## src/rtl/scg_pkg.sv

```systemverilog
// Constants, types and state encodings shared by both ends of the sleep clock gating link.
// How it works
// (RULE_01) Mode 111 with crystal enters Extended Standby.
// (RULE_02) Extended Standby equals Power-save plus main oscillator; code keeps asy in Power-save always, in Extended Standby only when async.
// (RULE_03) Extended Standby wakes after six oscillator cycles.
// (RULE_04) Each sleep mode keeps its own clock domains.
// (RULE_05) Each sleep mode accepts its own wake sources.
// (RULE_06) Timer oscillator stays on only for asynchronous timer2.
// (RULE_07) Outside Idle, lines 7..4 wake only level-triggered.
// (RULE_08) Four USB asynchronous sources can wake the core.
// (RULE_09) Gate bit stops peripheral clock and register access.
// (RULE_10) Clearing gate bit restarts clock, state intact.
// (RULE_11) Software disables a peripheral before gating it.
// (RULE_12) Gating acts in Active and Idle only.
// (RULE_13) First gate register layout; bits 4,1 read zero.
// (RULE_14) Timer2 gate acts only in synchronous mode.
// (RULE_15) Gated timer resumes counting from frozen state.
// (RULE_16) Software reinitialises serial and USB after ungating.
// (RULE_17) Converter off before gating; comparator loses multiplexer.
// (RULE_18) Second gate register layout; reserved bits read zero.
// (RULE_19) Converter enable survives every sleep mode.
// (RULE_20) Converter re-enable makes next conversion extended.
// (RULE_21) Standby modes only with an external crystal.
// (RULE_22) Sleep needs enable bit set, then sleep command.
// (RULE_23) Interrupt wake holds core four extra cycles.
// (RULE_24) Reserved or crystal-less standby request is ignored.
`default_nettype none
package scg_pkg;
    localparam logic [2:0] MODE_IDLE = 3'h0;
    localparam logic [2:0] MODE_NRM = 3'h1;
    localparam logic [2:0] MODE_PDOWN = 3'h2;
    localparam logic [2:0] MODE_PSAVE = 3'h3;
    localparam logic [2:0] MODE_STBY = 3'h6;
    localparam logic [2:0] MODE_XSTBY = 3'h7;
    // Clock domain positions in the domain enable vector.
    localparam int D_CPU = 0;
    localparam int D_FLASH = 1;
    localparam int D_IO = 2;
    localparam int D_ADC = 3;
    localparam int D_ASY = 4;
    localparam int D_MAIN = 5;
    localparam int D_TOSC = 6;
    // Peripheral positions in the peripheral clock enable vector.
    localparam int P_TWI = 0;
    localparam int P_TIM2 = 1;
    localparam int P_TIM0 = 2;
    localparam int P_TIM1 = 3;
    localparam int P_SPI = 4;
    localparam int P_ADC = 5;
    localparam int P_USB = 6;
    localparam int P_TIM3 = 7;
    localparam int P_USART1 = 8;
    // Gate register bit positions, writable masks and reset values.
    localparam int G0_TWI = 7;
    localparam int G0_TIM2 = 6;
    localparam int G0_TIM0 = 5;
    localparam int G0_TIM1 = 3;
    localparam int G0_SPI = 2;
    localparam int G0_ADC = 0;
    localparam logic [7:0] G0_MASK = 8'hED;
    localparam int G1_USB = 7;
    localparam int G1_TIM3 = 3;
    localparam int G1_USART1 = 0;
    localparam logic [7:0] G1_MASK = 8'h89;
    localparam logic [7:0] GATE_RST = 8'h00;
    // Wake timing in cycles of the running clock.
    localparam logic [7:0] XSTBY_WAKE_CYC = 8'h06;
    localparam logic [7:0] WAKE_HOLD_CYC = 8'h04;
    localparam logic [7:0] RUNNING_WAKE_CYC = 8'h01;
    // Register map of the controller end, byte addresses.
    localparam logic [4:0] ADDR_CTRL = 5'h00;
    localparam logic [4:0] ADDR_SLEEP = 5'h04;
    localparam logic [4:0] ADDR_GATE0 = 5'h08;
    localparam logic [4:0] ADDR_GATE1 = 5'h0C;
    localparam logic [4:0] ADDR_STATUS = 5'h10;
    localparam int CTRL_MODE_LSB = 0;
    localparam int CTRL_SE = 3;
    localparam int CTRL_T2AS = 4;
    localparam int CTRL_XTAL = 5;
    localparam int CTRL_CONV = 6;
    localparam logic [6:0] CTRL_RST = 7'h00;
    localparam int STAT_HALTED = 0;
    localparam int STAT_CONVX = 1;
    localparam int STAT_WOKE = 2;
    typedef enum logic [1:0] {
        ST_RUN = 2'b00,
        ST_SLEEP = 2'b01,
        ST_START = 2'b11,
        ST_HOLD = 2'b10
    } scg_state_type;
endpackage : scg_pkg
`default_nettype wire

```

## src/rtl/scg_link_if.sv

```systemverilog
// Link between the controller end and the sleep clock gating device end.
`default_nettype none
interface scg_link_if;
    logic [2:0] sleep_mode_select;
    logic sleep_enable_bit;
    logic sleep_exec;
    logic [1:0] gate_wr;
    logic [7:0] gate_wdata;
    logic timer2_async_select;
    logic ext_crystal_sel;
    logic converter_on;
    logic core_halted;
    logic wake_go;
    logic [7:0] gate0_q;
    logic [7:0] gate1_q;
    logic conv_extended;
    modport dev (
        input sleep_mode_select, sleep_enable_bit, sleep_exec, gate_wr, gate_wdata,
        input timer2_async_select, ext_crystal_sel, converter_on,
        output core_halted, wake_go, gate0_q, gate1_q, conv_extended
    );
    modport cpu (
        output sleep_mode_select, sleep_enable_bit, sleep_exec, gate_wr, gate_wdata,
        output timer2_async_select, ext_crystal_sel, converter_on,
        input core_halted, wake_go, gate0_q, gate1_q, conv_extended
    );
endinterface : scg_link_if
`default_nettype wire

```

## src/rtl/scg_delay.sv

```systemverilog
// Down counter that marks the last cycle of a loaded wait.
`default_nettype none
module scg_delay (
    input wire logic CLK,
    input wire logic SYS_RST,
    input wire logic START,
    input wire logic [7:0] LOAD,
    output logic DONE
);
    logic [7:0] cnt_reg;

    // A new start wins over the running count so waits can be chained.
    always_ff @(posedge CLK) begin
        if (SYS_RST) begin
            cnt_reg <= 8'h00;
        end else if (START) begin
            cnt_reg <= LOAD;
        end else if (cnt_reg != 8'h00) begin
            cnt_reg <= cnt_reg - 8'h01;
        end
    end

    // Done marks the last cycle, so a load of N spans exactly N cycles.
    assign DONE = (cnt_reg == 8'h01);
endmodule : scg_delay
`default_nettype wire

```

## src/rtl/scg_dev.sv

```systemverilog
// Device end: sleep state machine, clock domain enables and peripheral clock gates.
`default_nettype none
module scg_dev
    import scg_pkg::*;
#(
    parameter logic [7:0] PDOWN_STARTUP_CYC = 8'h10
) (
    input wire logic CLK,
    input wire logic SYS_RST,
    scg_link_if.dev LINK,
    input wire logic [7:0] EXT_IRQ_REQ,
    input wire logic [3:0] EXT_HI_LEVEL,
    input wire logic PIN_CHANGE,
    input wire logic TWI_ADDR_MATCH,
    input wire logic TIMER2_EVENT,
    input wire logic SPM_READY,
    input wire logic CONV_DONE,
    input wire logic WDT_IRQ,
    input wire logic OTHER_IO_IRQ,
    input wire logic USB_SYNC_IRQ,
    input wire logic BUS_VOLTAGE_TRANSITION_IRQ,
    input wire logic BUS_WAKE_IRQ,
    input wire logic ID_PIN_TRANSITION_IRQ,
    input wire logic HOST_WAKE_IRQ,
    input wire logic CONV_START,
    output logic [6:0] DOMAIN_EN,
    output logic [8:0] PERIPH_CLK_EN,
    output logic CONV_ENABLED,
    output logic CONV_EXTENDED,
    output logic CMP_MUX_ALLOW
);
    scg_state_type state_reg, state_next;
    logic [2:0] mode_reg;
    logic [7:0] ext_meta_reg, ext_sync_reg;
    logic [7:0] gate0_reg, gate1_reg;
    logic [6:0] dom_reg, dom_next;
    logic [8:0] periph_reg, gate_vec, base_vec;
    logic wake_go_reg, conv_on_reg, conv_prev_reg, conv_ext_reg;
    logic asy, sleep_go, ext_wake, usb_async, wake_hit;
    logic [8:0] wake_vec;
    logic dly_start, dly_done;
    logic [7:0] dly_load;

    // Domains kept per mode, bit order tosc, main, asy, adc, io, flash, cpu.
    function automatic logic [6:0] mode_domains(input logic [2:0] m, input logic a);
        case (m)
            MODE_IDLE: mode_domains = {a, 6'h3C};
            MODE_NRM: mode_domains = {a, 6'h38};
            MODE_PDOWN: mode_domains = 7'h00;
            MODE_PSAVE: mode_domains = {a, 6'h10};
            MODE_STBY: mode_domains = 7'h20;
            MODE_XSTBY: mode_domains = {a, 1'b1, a, 4'h0};
            default: mode_domains = {a, 6'h3F};
        endcase
    endfunction : mode_domains

    // Wake sources per mode, bit order usb async, usb sync, other io, watchdog,
    // converter, spm, timer2, address match, external and pin change.
    function automatic logic [8:0] mode_wake(input logic [2:0] m, input logic a);
        case (m)
            MODE_IDLE: mode_wake = 9'h1FF;
            MODE_NRM: mode_wake = 9'h1BB | {6'h00, a, 2'h0};
            MODE_PDOWN, MODE_STBY: mode_wake = 9'h123;
            MODE_PSAVE, MODE_XSTBY: mode_wake = 9'h127;
            default: mode_wake = 9'h000;
        endcase
    endfunction : mode_wake

    // Only documented encodings count; standby needs an external crystal.
    function automatic logic mode_valid(input logic [2:0] m, input logic xtal);
        case (m)
            MODE_IDLE, MODE_NRM, MODE_PDOWN, MODE_PSAVE: mode_valid = 1'b1;
            MODE_STBY, MODE_XSTBY: mode_valid = xtal;
            default: mode_valid = 1'b0;
        endcase
    endfunction : mode_valid

    // Wait until the clock is usable again after a wake event.
    function automatic logic [7:0] startup_cyc(input logic [2:0] m);
        case (m)
            MODE_STBY, MODE_XSTBY: startup_cyc = XSTBY_WAKE_CYC;
            MODE_PDOWN, MODE_PSAVE: startup_cyc = PDOWN_STARTUP_CYC;
            default: startup_cyc = RUNNING_WAKE_CYC;
        endcase
    endfunction : startup_cyc

    assign asy = LINK.timer2_async_select;

    // External interrupt pins come from outside the clock domain.
    always_ff @(posedge CLK) begin
        if (SYS_RST) begin
            ext_meta_reg <= 8'h00;
            ext_sync_reg <= 8'h00;
        end else begin
            ext_meta_reg <= EXT_IRQ_REQ;
            ext_sync_reg <= ext_meta_reg;
        end
    end

    // Upper lines wake from every mode except Idle only when set up as level interrupts.
    assign ext_wake = PIN_CHANGE | (|ext_sync_reg[3:0]) |
        ((mode_reg == MODE_IDLE) ? (|ext_sync_reg[7:4]) :
        (|(ext_sync_reg[7:4] & EXT_HI_LEVEL))); // RULE_07
    assign usb_async = BUS_VOLTAGE_TRANSITION_IRQ | BUS_WAKE_IRQ |
        ID_PIN_TRANSITION_IRQ | HOST_WAKE_IRQ; // RULE_08
    assign wake_vec = {usb_async, USB_SYNC_IRQ, OTHER_IO_IRQ, WDT_IRQ, CONV_DONE,
        SPM_READY, TIMER2_EVENT, TWI_ADDR_MATCH, ext_wake};
    assign wake_hit = |(wake_vec & mode_wake(mode_reg, asy)); // RULE_05
    // A request without the enable bit or with a bad encoding leaves the core running.
    assign sleep_go = LINK.sleep_exec & LINK.sleep_enable_bit &
        mode_valid(LINK.sleep_mode_select, LINK.ext_crystal_sel); // RULE_24 RULE_01

    // Sleep state and the mode latched at the sleep command.
    always_ff @(posedge CLK) begin
        if (SYS_RST) begin
            state_reg <= ST_RUN;
            mode_reg <= MODE_IDLE;
        end else begin
            state_reg <= state_next;
            if (sleep_go && state_reg == ST_RUN) begin
                mode_reg <= LINK.sleep_mode_select;
            end
        end
    end

    // Sleep, clock start-up, then the extra core hold before the handler runs.
    always_comb begin
        state_next = state_reg;
        dly_start = 1'b0;
        dly_load = WAKE_HOLD_CYC;
        case (state_reg)
            ST_RUN: begin
                if (sleep_go) begin
                    state_next = ST_SLEEP;
                end
            end
            ST_SLEEP: begin
                if (wake_hit) begin
                    state_next = ST_START;
                    dly_start = 1'b1;
                    dly_load = startup_cyc(mode_reg); // RULE_03
                end
            end
            ST_START: begin
                if (dly_done) begin
                    state_next = ST_HOLD;
                    dly_start = 1'b1;
                    dly_load = WAKE_HOLD_CYC; // RULE_23
                end
            end
            ST_HOLD: begin
                if (dly_done) begin
                    state_next = ST_RUN;
                end
            end
            default: state_next = ST_RUN;
        endcase
    end

    scg_delay u_delay (
        .CLK(CLK),
        .SYS_RST(SYS_RST),
        .START(dly_start),
        .LOAD(dly_load),
        .DONE(dly_done)
    );

    // Domain enables; the timer oscillator follows the asynchronous select except in Power-down and Standby, where it is off.
    always_comb begin
        dom_next = {asy, 6'h3F}; // RULE_06
        case (state_reg)
            ST_RUN: dom_next = {asy, 6'h3F};
            ST_SLEEP: dom_next = mode_domains(mode_reg, asy); // RULE_04 RULE_02
            ST_START: dom_next = mode_domains(mode_reg, asy) | 7'h20;
            ST_HOLD: dom_next = {asy, 6'h3E};
            default: dom_next = {asy, 6'h3F};
        endcase
    end

    // Gate registers keep only writable bits, so reserved bits read zero.
    always_ff @(posedge CLK) begin
        if (SYS_RST) begin
            gate0_reg <= GATE_RST;
            gate1_reg <= GATE_RST;
        end else begin
            if (LINK.gate_wr[0]) begin
                gate0_reg <= LINK.gate_wdata & G0_MASK; // RULE_13
            end
            if (LINK.gate_wr[1]) begin
                gate1_reg <= LINK.gate_wdata & G1_MASK; // RULE_18
            end
        end
    end

    // Gate and source domain for each peripheral, in peripheral order.
    assign gate_vec = {gate1_reg[G1_USART1], gate1_reg[G1_TIM3], gate1_reg[G1_USB],
        gate0_reg[G0_ADC], gate0_reg[G0_SPI], gate0_reg[G0_TIM1], gate0_reg[G0_TIM0],
        gate0_reg[G0_TIM2] & ~asy, gate0_reg[G0_TWI]}; // RULE_14
    assign base_vec = {dom_next[D_IO], dom_next[D_IO], dom_next[D_IO], dom_next[D_ADC],
        dom_next[D_IO], dom_next[D_IO], dom_next[D_IO],
        asy ? dom_next[D_ASY] : dom_next[D_IO], dom_next[D_IO]};

    // The gate only removes the enable, so a peripheral freezes and later resumes
    // from where it stood; in deep modes the domain is off anyway.
    always_ff @(posedge CLK) begin
        if (SYS_RST) begin
            dom_reg <= 7'h3F;
            periph_reg <= 9'h1FF;
        end else begin
            dom_reg <= dom_next;
            periph_reg <= base_vec & ~gate_vec; // RULE_09 RULE_10 RULE_12 RULE_15
        end
    end

    // Converter enable is left alone by sleep; a fresh enable flags an
    // extended conversion, and a new enable beats a conversion start.
    always_ff @(posedge CLK) begin
        if (SYS_RST) begin
            conv_on_reg <= 1'b0;
            conv_prev_reg <= 1'b0;
            conv_ext_reg <= 1'b0;
        end else begin
            conv_on_reg <= LINK.converter_on; // RULE_19
            conv_prev_reg <= conv_on_reg;
            if (conv_on_reg && !conv_prev_reg) begin
                conv_ext_reg <= 1'b1; // RULE_20
            end else if (CONV_START) begin
                conv_ext_reg <= 1'b0;
            end
        end
    end

    // One-cycle wake notice on the first running cycle after the core hold.
    always_ff @(posedge CLK) begin
        if (SYS_RST) begin
            wake_go_reg <= 1'b0;
        end else begin
            wake_go_reg <= (state_reg == ST_HOLD) && dly_done; // RULE_23
        end
    end

    assign DOMAIN_EN = dom_reg;
    assign PERIPH_CLK_EN = periph_reg;
    assign CONV_ENABLED = conv_on_reg;
    assign CONV_EXTENDED = conv_ext_reg;
    assign CMP_MUX_ALLOW = ~gate0_reg[G0_ADC]; // RULE_17
    assign LINK.core_halted = (state_reg != ST_RUN);
    assign LINK.wake_go = wake_go_reg;
    assign LINK.gate0_q = gate0_reg;
    assign LINK.gate1_q = gate1_reg;
    assign LINK.conv_extended = conv_ext_reg;
endmodule : scg_dev
`default_nettype wire

```

## src/flat_wrapper.sv

```systemverilog
// flat-port wrapper written by rule: the top's interface ports become plain ports
module scg_dev_flat import scg_pkg::*;
#(
    parameter logic [7:0] PDOWN_STARTUP_CYC = 8'h10
)
  (CLK, SYS_RST, EXT_IRQ_REQ, EXT_HI_LEVEL, PIN_CHANGE, TWI_ADDR_MATCH, TIMER2_EVENT, SPM_READY, CONV_DONE, WDT_IRQ, OTHER_IO_IRQ, USB_SYNC_IRQ, BUS_VOLTAGE_TRANSITION_IRQ, BUS_WAKE_IRQ, ID_PIN_TRANSITION_IRQ, HOST_WAKE_IRQ, CONV_START, DOMAIN_EN, PERIPH_CLK_EN, CONV_ENABLED, CONV_EXTENDED, CMP_MUX_ALLOW, LINK_sleep_mode_select, LINK_sleep_enable_bit, LINK_sleep_exec, LINK_gate_wr, LINK_gate_wdata, LINK_timer2_async_select, LINK_ext_crystal_sel, LINK_converter_on, LINK_core_halted, LINK_wake_go, LINK_gate0_q, LINK_gate1_q, LINK_conv_extended);
  scg_link_if LINK_i ();
  input wire logic CLK;
  input wire logic SYS_RST;
  input wire logic [7:0] EXT_IRQ_REQ;
  input wire logic [3:0] EXT_HI_LEVEL;
  input wire logic PIN_CHANGE;
  input wire logic TWI_ADDR_MATCH;
  input wire logic TIMER2_EVENT;
  input wire logic SPM_READY;
  input wire logic CONV_DONE;
  input wire logic WDT_IRQ;
  input wire logic OTHER_IO_IRQ;
  input wire logic USB_SYNC_IRQ;
  input wire logic BUS_VOLTAGE_TRANSITION_IRQ;
  input wire logic BUS_WAKE_IRQ;
  input wire logic ID_PIN_TRANSITION_IRQ;
  input wire logic HOST_WAKE_IRQ;
  input wire logic CONV_START;
  output logic [6:0] DOMAIN_EN;
  output logic [8:0] PERIPH_CLK_EN;
  output logic CONV_ENABLED;
  output logic CONV_EXTENDED;
  output logic CMP_MUX_ALLOW;
  input wire logic [$bits(LINK_i.sleep_mode_select)-1:0] LINK_sleep_mode_select;
  input wire logic [$bits(LINK_i.sleep_enable_bit)-1:0] LINK_sleep_enable_bit;
  input wire logic [$bits(LINK_i.sleep_exec)-1:0] LINK_sleep_exec;
  input wire logic [$bits(LINK_i.gate_wr)-1:0] LINK_gate_wr;
  input wire logic [$bits(LINK_i.gate_wdata)-1:0] LINK_gate_wdata;
  input wire logic [$bits(LINK_i.timer2_async_select)-1:0] LINK_timer2_async_select;
  input wire logic [$bits(LINK_i.ext_crystal_sel)-1:0] LINK_ext_crystal_sel;
  input wire logic [$bits(LINK_i.converter_on)-1:0] LINK_converter_on;
  output wire logic [$bits(LINK_i.core_halted)-1:0] LINK_core_halted;
  output wire logic [$bits(LINK_i.wake_go)-1:0] LINK_wake_go;
  output wire logic [$bits(LINK_i.gate0_q)-1:0] LINK_gate0_q;
  output wire logic [$bits(LINK_i.gate1_q)-1:0] LINK_gate1_q;
  output wire logic [$bits(LINK_i.conv_extended)-1:0] LINK_conv_extended;
  assign LINK_i.sleep_mode_select = LINK_sleep_mode_select;
  assign LINK_i.sleep_enable_bit = LINK_sleep_enable_bit;
  assign LINK_i.sleep_exec = LINK_sleep_exec;
  assign LINK_i.gate_wr = LINK_gate_wr;
  assign LINK_i.gate_wdata = LINK_gate_wdata;
  assign LINK_i.timer2_async_select = LINK_timer2_async_select;
  assign LINK_i.ext_crystal_sel = LINK_ext_crystal_sel;
  assign LINK_i.converter_on = LINK_converter_on;
  assign LINK_core_halted = LINK_i.core_halted;
  assign LINK_wake_go = LINK_i.wake_go;
  assign LINK_gate0_q = LINK_i.gate0_q;
  assign LINK_gate1_q = LINK_i.gate1_q;
  assign LINK_conv_extended = LINK_i.conv_extended;
  scg_dev #(.PDOWN_STARTUP_CYC(PDOWN_STARTUP_CYC)) u_core (.CLK(CLK), .SYS_RST(SYS_RST), .LINK(LINK_i), .EXT_IRQ_REQ(EXT_IRQ_REQ), .EXT_HI_LEVEL(EXT_HI_LEVEL), .PIN_CHANGE(PIN_CHANGE), .TWI_ADDR_MATCH(TWI_ADDR_MATCH), .TIMER2_EVENT(TIMER2_EVENT), .SPM_READY(SPM_READY), .CONV_DONE(CONV_DONE), .WDT_IRQ(WDT_IRQ), .OTHER_IO_IRQ(OTHER_IO_IRQ), .USB_SYNC_IRQ(USB_SYNC_IRQ), .BUS_VOLTAGE_TRANSITION_IRQ(BUS_VOLTAGE_TRANSITION_IRQ), .BUS_WAKE_IRQ(BUS_WAKE_IRQ), .ID_PIN_TRANSITION_IRQ(ID_PIN_TRANSITION_IRQ), .HOST_WAKE_IRQ(HOST_WAKE_IRQ), .CONV_START(CONV_START), .DOMAIN_EN(DOMAIN_EN), .PERIPH_CLK_EN(PERIPH_CLK_EN), .CONV_ENABLED(CONV_ENABLED), .CONV_EXTENDED(CONV_EXTENDED), .CMP_MUX_ALLOW(CMP_MUX_ALLOW));
endmodule
```

## config.mk

```make
export PLATFORM = sky130hd
export DESIGN_NAME = scg_dev_flat
export DESIGN_NICKNAME = d
export VERILOG_FILES = /design/src/rtl/scg_pkg.sv /design/src/rtl/scg_link_if.sv /design/src/rtl/scg_delay.sv /design/src/rtl/scg_dev.sv /design/src/flat_wrapper.sv
export SDC_FILE = /design/constraint.sdc
export NUM_CORES = 1
export LEC_CHECK = 0
export ABC_AREA = 1
export BUFFER_PORTS_ARGS = -buffer_cell sky130_fd_sc_hd__buf_2
export CAP_MARGIN = 20
export CORE_MARGIN = 8
export CORE_UTILIZATION = 44
export DETAILED_ROUTE_END_ITERATION = 6
export PLACE_DENSITY = 0.75
export SLEW_MARGIN = 20
export SYNTH_ARGS = -nofsm -noshare
export SYNTH_HDL_FRONTEND = slang
export SYNTH_SLANG_ARGS = --single-unit
```

## constraint.sdc

```tcl
create_clock -name CLK -period 1.6 [get_ports CLK]
set_clock_uncertainty 0.1 [all_clocks]
set_input_delay 0.24 -clock CLK [delete_from_list [all_inputs] [get_ports CLK]]
set_output_delay 0.24 -clock CLK [all_outputs]
set_load 0.1 [all_outputs]
```

==> Word-level counts from Yosys, hierarchy flattened <==
Index checks and enable logic that the tools add are counted.
{ "classes": {"n_eq_ne": 18, "n_mux": 21, "addsub": 1, "reduce_logical": 22, "n_shift": 0, "n_mul": 0, "magnitude_cmp": 0, "bitwise_logic": 14, "n_div": 0} }
{ "ops": {"columns": ["cell", "n"], "rows": [
  ["7-bit one-hot mux with 6 select lines", 1],
  ["9-bit one-hot mux with 4 select lines", 1],
  ["8-bit two-way mux", 4],
  ["7-bit one-hot mux with 4 select lines", 1],
  ["9-bit AND", 2],
  ["4-bit OR reduction", 4],
  ["3-bit by 2-bit equality test with 1-bit output (second input constant)", 4],
  ["3-bit equality test (second input constant)", 4],
  ["5-bit one-hot mux with 2 select lines", 1],
  ["2-bit OR reduction", 5],
  ["9-bit NOT", 1],
  ["9-bit OR reduction", 1],
  ["8-bit by 1-bit equality test with 1-bit output (second input constant)", 1],
  ["2-bit two-way mux", 4],
  ["2-bit by 1-bit inequality test with 1-bit output (second input constant)", 4],
  ["2-bit one-hot mux with 4 select lines", 1],
  ["8-bit nonzero test", 1],
  ["8-bit by 1-bit subtractor with 8-bit output (second input constant)", 1],
  ["3-bit by 1-bit equality test with 1-bit output (second input constant)", 2],
  ["3-bit logical NOT", 2],
  ["1-bit two-way mux", 6],
  ["2-bit nonzero test", 3],
  ["1-bit OR", 5],
  ["4-bit AND", 1],
  ["9 further kinds", 16]
]} }
{ "totals": {"ff_bits": 58, "memories": 0, "mem_bits_ro": 0, "in_bits": 45, "latch_bits": 0, "word_cells": 89, "mem_bits_rw": 0} }

==> Depth between registers and ports, before layout <==
{ "depth": {"word_depth": 9, "depth_mapped": 13, "depth_no_buf": 13} }

==> Hierarchy <==
Synthesis repeated with hierarchy kept, for this count alone.
{ "hier_totals": {"cells_unflattened": 328, "area_unflattened_um2": 2428.6} }
{ "modules_own_cells": {"columns": ["mod", "cells_each", "seq_area_each_um2", "n_inst", "area_per_inst_um2"], "rows": [
  ["scg_dev", 239, 1001.0, 1, 1874.3],
  ["scg_delay", 89, 160.2, 1, 554.3]
]} }

==> Worst setup path before layout <==
No wires, ideal clock.
{ "synth_timing": {"path_type": "register -> register", "start": "register u_core.LINK.gate0_q[0] (netlist name)", "end": "register u_core.gate0_reg[0], in the netlist u_core.LINK.gate0_q[0]", "arrival_ps": 1911, "t_required_ps": 1419, "setup_time_ps": 81, "setup_slack_ps": -492, "stages_incl_launch_ff": 3, "synth_period_minus_slack_ps": 2092, "path_cell_list": "dfxtp_1 inv_1 a21oi_1"} }
{ "synth_rtl": {"columns": ["item", "line_no", "source"], "rows": [
  ["to (signal assigned)", "scg_dev.sv:187", "gate0_reg <= LINK.gate_wdata & G0_MASK;"],
  ["to (decl)", "scg_dev.sv:35", "logic [7:0] gate0_reg, gate1_reg;"]
]} }

==> Worst setup path in the final report <==
{ "layout_timing": {"start": "register u_core.mode_reg[1]", "end": "register u_core.u_delay.cnt_reg[1]"} }
{ "layout_between": {"elab_chain_len": 8, "elab_cells_between_ends": 22} }
{ "layout_rtl": {"columns": ["item", "line_no", "source"], "rows": [
  ["from (decl)", "scg_dev.sv:33", "logic [2:0] mode_reg;"],
  ["from (signal assigned)", "scg_dev.sv:121", "mode_reg <= LINK.sleep_mode_select;"],
  ["3-bit by 2-bit equality test with 1-bit output (tied with other cells)", "scg_dev.sv:60, scg_dev.sv:80", null],
  ["2-bit OR reduction or 1-bit two-way mux (tied branches)", "scg_dev.sv:60, scg_dev.sv:102", null],
  ["9-bit one-hot mux with 4 select lines or 1-bit OR (tied branches)", "scg_dev.sv:60, scg_dev.sv:101", null],
  ["9-bit AND", "scg_dev.sv:108", "assign wake_hit = |(wake_vec & mode_wake(mode_reg, asy));"],
  ["9-bit OR reduction", "scg_dev.sv:108", null],
  ["1-bit two-way mux or 8-bit two-way mux (tied branches)", "scg_dev.sv:138", "if (wake_hit) begin"],
  ["1-bit one-hot mux with 2 select lines or 8-bit two-way mux (tied branches)", null, null],
  ["8-bit two-way mux or 2-bit nonzero test (tied branches)", null, null],
  ["to (signal assigned)", "scg_delay.sv:19", "cnt_reg <= cnt_reg - 8'h01;"],
  ["to (decl)", "scg_delay.sv:10", "logic [7:0] cnt_reg;"]
]} }
Parallel ways exist; a longest one is shown, timed or not.
A chain may end at the register's enable or synchronous reset.

==> summary.md <==
| Metric | Value |
|---|---|
| Critical path arrival | 1.68 ns |
| DRC violations left | 0 |
| Initial Util | between 40% and 50% |
| Wire length of the first global-routing pass | approximately 9 mm |
| Clock tree root buffer cell | sky130_fd_sc_hd__clkbuf_8 |
| Gp weighted congestion | between 0.8 and 0.9 |
| Kind of start point of the critical path | flop |
| TritonCTS buffer count | 9 |
| Synth warnings | 0 |
| Average wire per cell in the routed design | around 12 µm |
| Status | complete, no violations |
| PwrDens | between 1500 and 2000 mW/mm² |
| Largest vdd supply drop | about 0.89 mV |
| Max-slew violation count | 0 |
| Worst-case hold path end point | u_core.ext_meta_reg[5] |
| Die width | around 88 µm |
| Most common cell after layout, fill and taps aside | sky130_fd_sc_hd__buf_2 |
| Grt total ovfl | 0 |
| Max Buffers Root-to-Sink | 2 |
| Quantity of I/O buffers inserted on ports | 73 |
| Fraction of the yosys area taken by sequential cells | between 50% and 60% |
| Peak clock frequency supported by timing | roughly 640 MHz |
| Largest register FFs | 9 |
| Startpoint of the worst register-to-register path | u_core.mode_reg[1] |
| Number of max-capacitance violations reported | 0 |
| Area Growth Syn to Fin | 34.8% |
| Vias in the first global route | about 2000 |
| Register bit count reported by yosys | 58 |
| Flop-to-flop setup slack | around 0.048 ns |
| Hold Violations, Final | 0 |
| Clk Latency, worst-skew pair | about 0.33 ns |
| Via density per instance | roughly 4.5 |
| Number of vias after detailed routing | 2100 |
| Final standard cell count with taps included and fillers excluded | 464 |
| Cell row count | 26 |
| Floorplan die area | between 0.007 and 0.008 mm² |
| Worst hold-check path type | in -> reg |
| Final critical-path required period | between 1.5 and 2 ns |
| Fin nets | around 440 |
| DRC marker count from the first detailed-route iteration | 96 |
| Critical R2R Capture | u_core.u_delay.cnt_reg[1] |
| Total global routing track utilization | between 10 and 15% |
| Number of distinct library cells after synthesis | 29 |
| Number of antenna violations at the first check in global routing | 0 |
| Crit Path Class | reg -> reg |
| Number of sinks on the clock net | slightly below 60 |
| Share of post-route cells with drive strength above 1 | ~34% |
| TritonCTS clock tree | built |
| Top FF cell, synth | sky130_fd_sc_hd__dfxtp_1 |
| Final clock period utilization by the worst path | a little over nine tenths |
| Summed instance area of the synthesized netlist | between 0.002 and 0.0025 mm² |
| Placed Cells | ~440 |
| Clk pin slew, worst setup/hold paths | around 0.060 ns |
| Placeable core area | 0.00507 mm² |
| Mean instance size in the synthesized netlist | ~8 µm² |
| Static leakage power | approximately 1.5 nW |
| Number of diodes | 0 |
| Crit path from | u_core.mode_reg[1] |
| Drt pass-1 iters | 4 |
| Number of enable-type register cells in the synthesized netlist | 0 |
| Largest net degree at the start of global routing | 17 |
| CTS HTree Levels | 3 |
| RSZ-0062 raised after global routing | yes |
| Routed wire length | ~5.4 mm |
| Asr flop ratio synth | 0% |
| Hold WS | 0.0143 ns |
| Required time of the critical path | ~1.7 ns |
| Number of instances in the synthesized netlist | between 200 and 300 |
| Critical hold path startpoint | EXT_IRQ_REQ[5] |
| Hold path cells | 3 |
| Power after layout | between 5 and 6 mW |
| HPWL Detailed | roughly 4.2 mm |
| Setup-failing EPs final | 0 |
| Number of cells traversed by the worst register-to-register path | 12 |
| Antenna violation net count after detailed routing | 0 |
| Height of the die | 88.2 µm |
| Crit path capture type | flop |
| Maximum net fanout on the critical path | 7 |
| Most frequent cells in the layout | sky130_fd_sc_hd__buf_2 (72), sky130_fd_sc_hd__nor2_1 (56), sky130_fd_sc_hd__dfxtp_1 (52), sky130_fd_sc_hd__inv_1 (38), sky130_fd_sc_hd__nand2_1 (30) |
| Count of pins on the block boundary | 83 |
[stage by stage]
step / utilization (%) / TNS, ns / setup WS, ns / cell area [µm²]
after floorplan: - / 0 / 0.0127 / 2340
after detailed placement: 55.8 / 0 / 0.0208 / 2830
final: 61.0 / 0 / 0.0478 / 3090
after global routing: 61.0 / -0.0951 / -0.0425 / 3090
after global placement: 55.8 / 0 / 0.0564 / 2830
after CTS: 60.3 / 0 / 0.00813 / 3060
[metal layers]
| metal | vias to the layer above | track usage, % | wire length (µm) |
|---|---|---|---|
| met5 | - | 0 | 0 |
| li1 | 1097 | - | - |
| met3 | 6 | 6.50 | 368 |
| met4 | 0 | 7.53 | 89 |
| met1 | 941 | 16.4 | 2350 |
| met2 | 56 | 22.7 | 2560 |
[cell families after synthesis]
| kind of cell | synth area share (%) |
|---|---|
| simple gates | 26.7 |
| buf+inv | 11.0 |
| flops | 50.6 |
| compound gates | 8.62 |
| xor+xnor | 1.91 |
| fa+ha+maj | 1.09 |
| other cells | 0.163 |
[layout make-up]
cell class	instances	area [µm²]
well taps	70	87.6
inverters	45	176
clock inverters	2	35.0
fillers	463	1980
clock buffers	14	163
repair buffers	91	523
flip-flops and latches	58	1170
multi-input cells	184	938
[worst max-delay path, cell delays in order, from the launching register on]
cell and delay (ns):
sky130_fd_sc_hd__dfxtp_2 0.36, sky130_fd_sc_hd__nor2_4 0.12, sky130_fd_sc_hd__nand2_2 0.08, sky130_fd_sc_hd__nand2_2 0.09, sky130_fd_sc_hd__inv_2 0.04, sky130_fd_sc_hd__o21ai_2 0.15, sky130_fd_sc_hd__nor2_4 0.06, sky130_fd_sc_hd__nand2_4 0.09
sky130_fd_sc_hd__nand2_4 0.08, sky130_fd_sc_hd__nand2_4 0.11, sky130_fd_sc_hd__nor2_2 0.04, sky130_fd_sc_hd__nor2_1 0.09, sky130_fd_sc_hd__nor2_1 0.04
[cells in the mapped netlist (2+ instances only)]
master                      n  area, µm²
sky130_fd_sc_hd__nand3_2    2       20.0
sky130_fd_sc_hd__o21ai_0   25        125
sky130_fd_sc_hd__nor4_1     2       12.5
sky130_fd_sc_hd__ha_1       2       25.0
sky130_fd_sc_hd__xor2_1     2       17.5
sky130_fd_sc_hd__clkbuf_1   6       22.5
sky130_fd_sc_hd__dfxtp_1   58       1160
sky130_fd_sc_hd__xnor2_1    3       26.3
sky130_fd_sc_hd__nor3_1    11       55.1
sky130_fd_sc_hd__buf_4      8       60.1
sky130_fd_sc_hd__inv_1     43        161
sky130_fd_sc_hd__nand2_2    4       25.0
sky130_fd_sc_hd__a21oi_1    6       30.0
sky130_fd_sc_hd__nand2_4    3       33.8
sky130_fd_sc_hd__nand2_1   30        113
sky130_fd_sc_hd__inv_2      2       7.51
sky130_fd_sc_hd__nor2_2     2       12.5
sky130_fd_sc_hd__nand4_1    3       18.8
sky130_fd_sc_hd__nor2_1    59        221
sky130_fd_sc_hd__nand3_1   15       75.1
[worst max-delay path by stage]
| stage | endpoint | slack (ns) | cells after the start |
|---|---|---|---|
| 5_1_grt | u_core.u_delay.cnt_reg[1] | -0.04 | 12 |
| 6_report | u_core.u_delay.cnt_reg[1] | 0.05 | 12 |
| 3_3_place_gp | u_core.u_delay.cnt_reg[1] | 0.06 | 12 |
| 4_1_cts | u_core.u_delay.cnt_reg[1] | 0.008 | 12 |
| 3_5_place_dp | u_core.u_delay.cnt_reg[1] | 0.02 | 12 |
| 2_1_floorplan | u_core.u_delay.cnt_reg[7] | 0.01 | 8 |
[what timing repair did]
| item | CTS | global route |
|---|---|---|
| hold buffers | 3 | 0 |
| gates resized for setup | 0 | 10 |
| buffers inserted | 0 | 1 |
| endpoints found under the setup margin | 0 | 9 |
| hold endpoints to repair | 3 | 0 |
[power breakdown]
group	switching, mW	total, mW	leakage [nW]	internal, mW
clock network	0.522	1.33	0.101	0.803
logic	1.50	2.21	0.928	0.709
registers	0.129	1.76	0.481	1.63
Note: power is estimated with default switching activity, not from simulation.
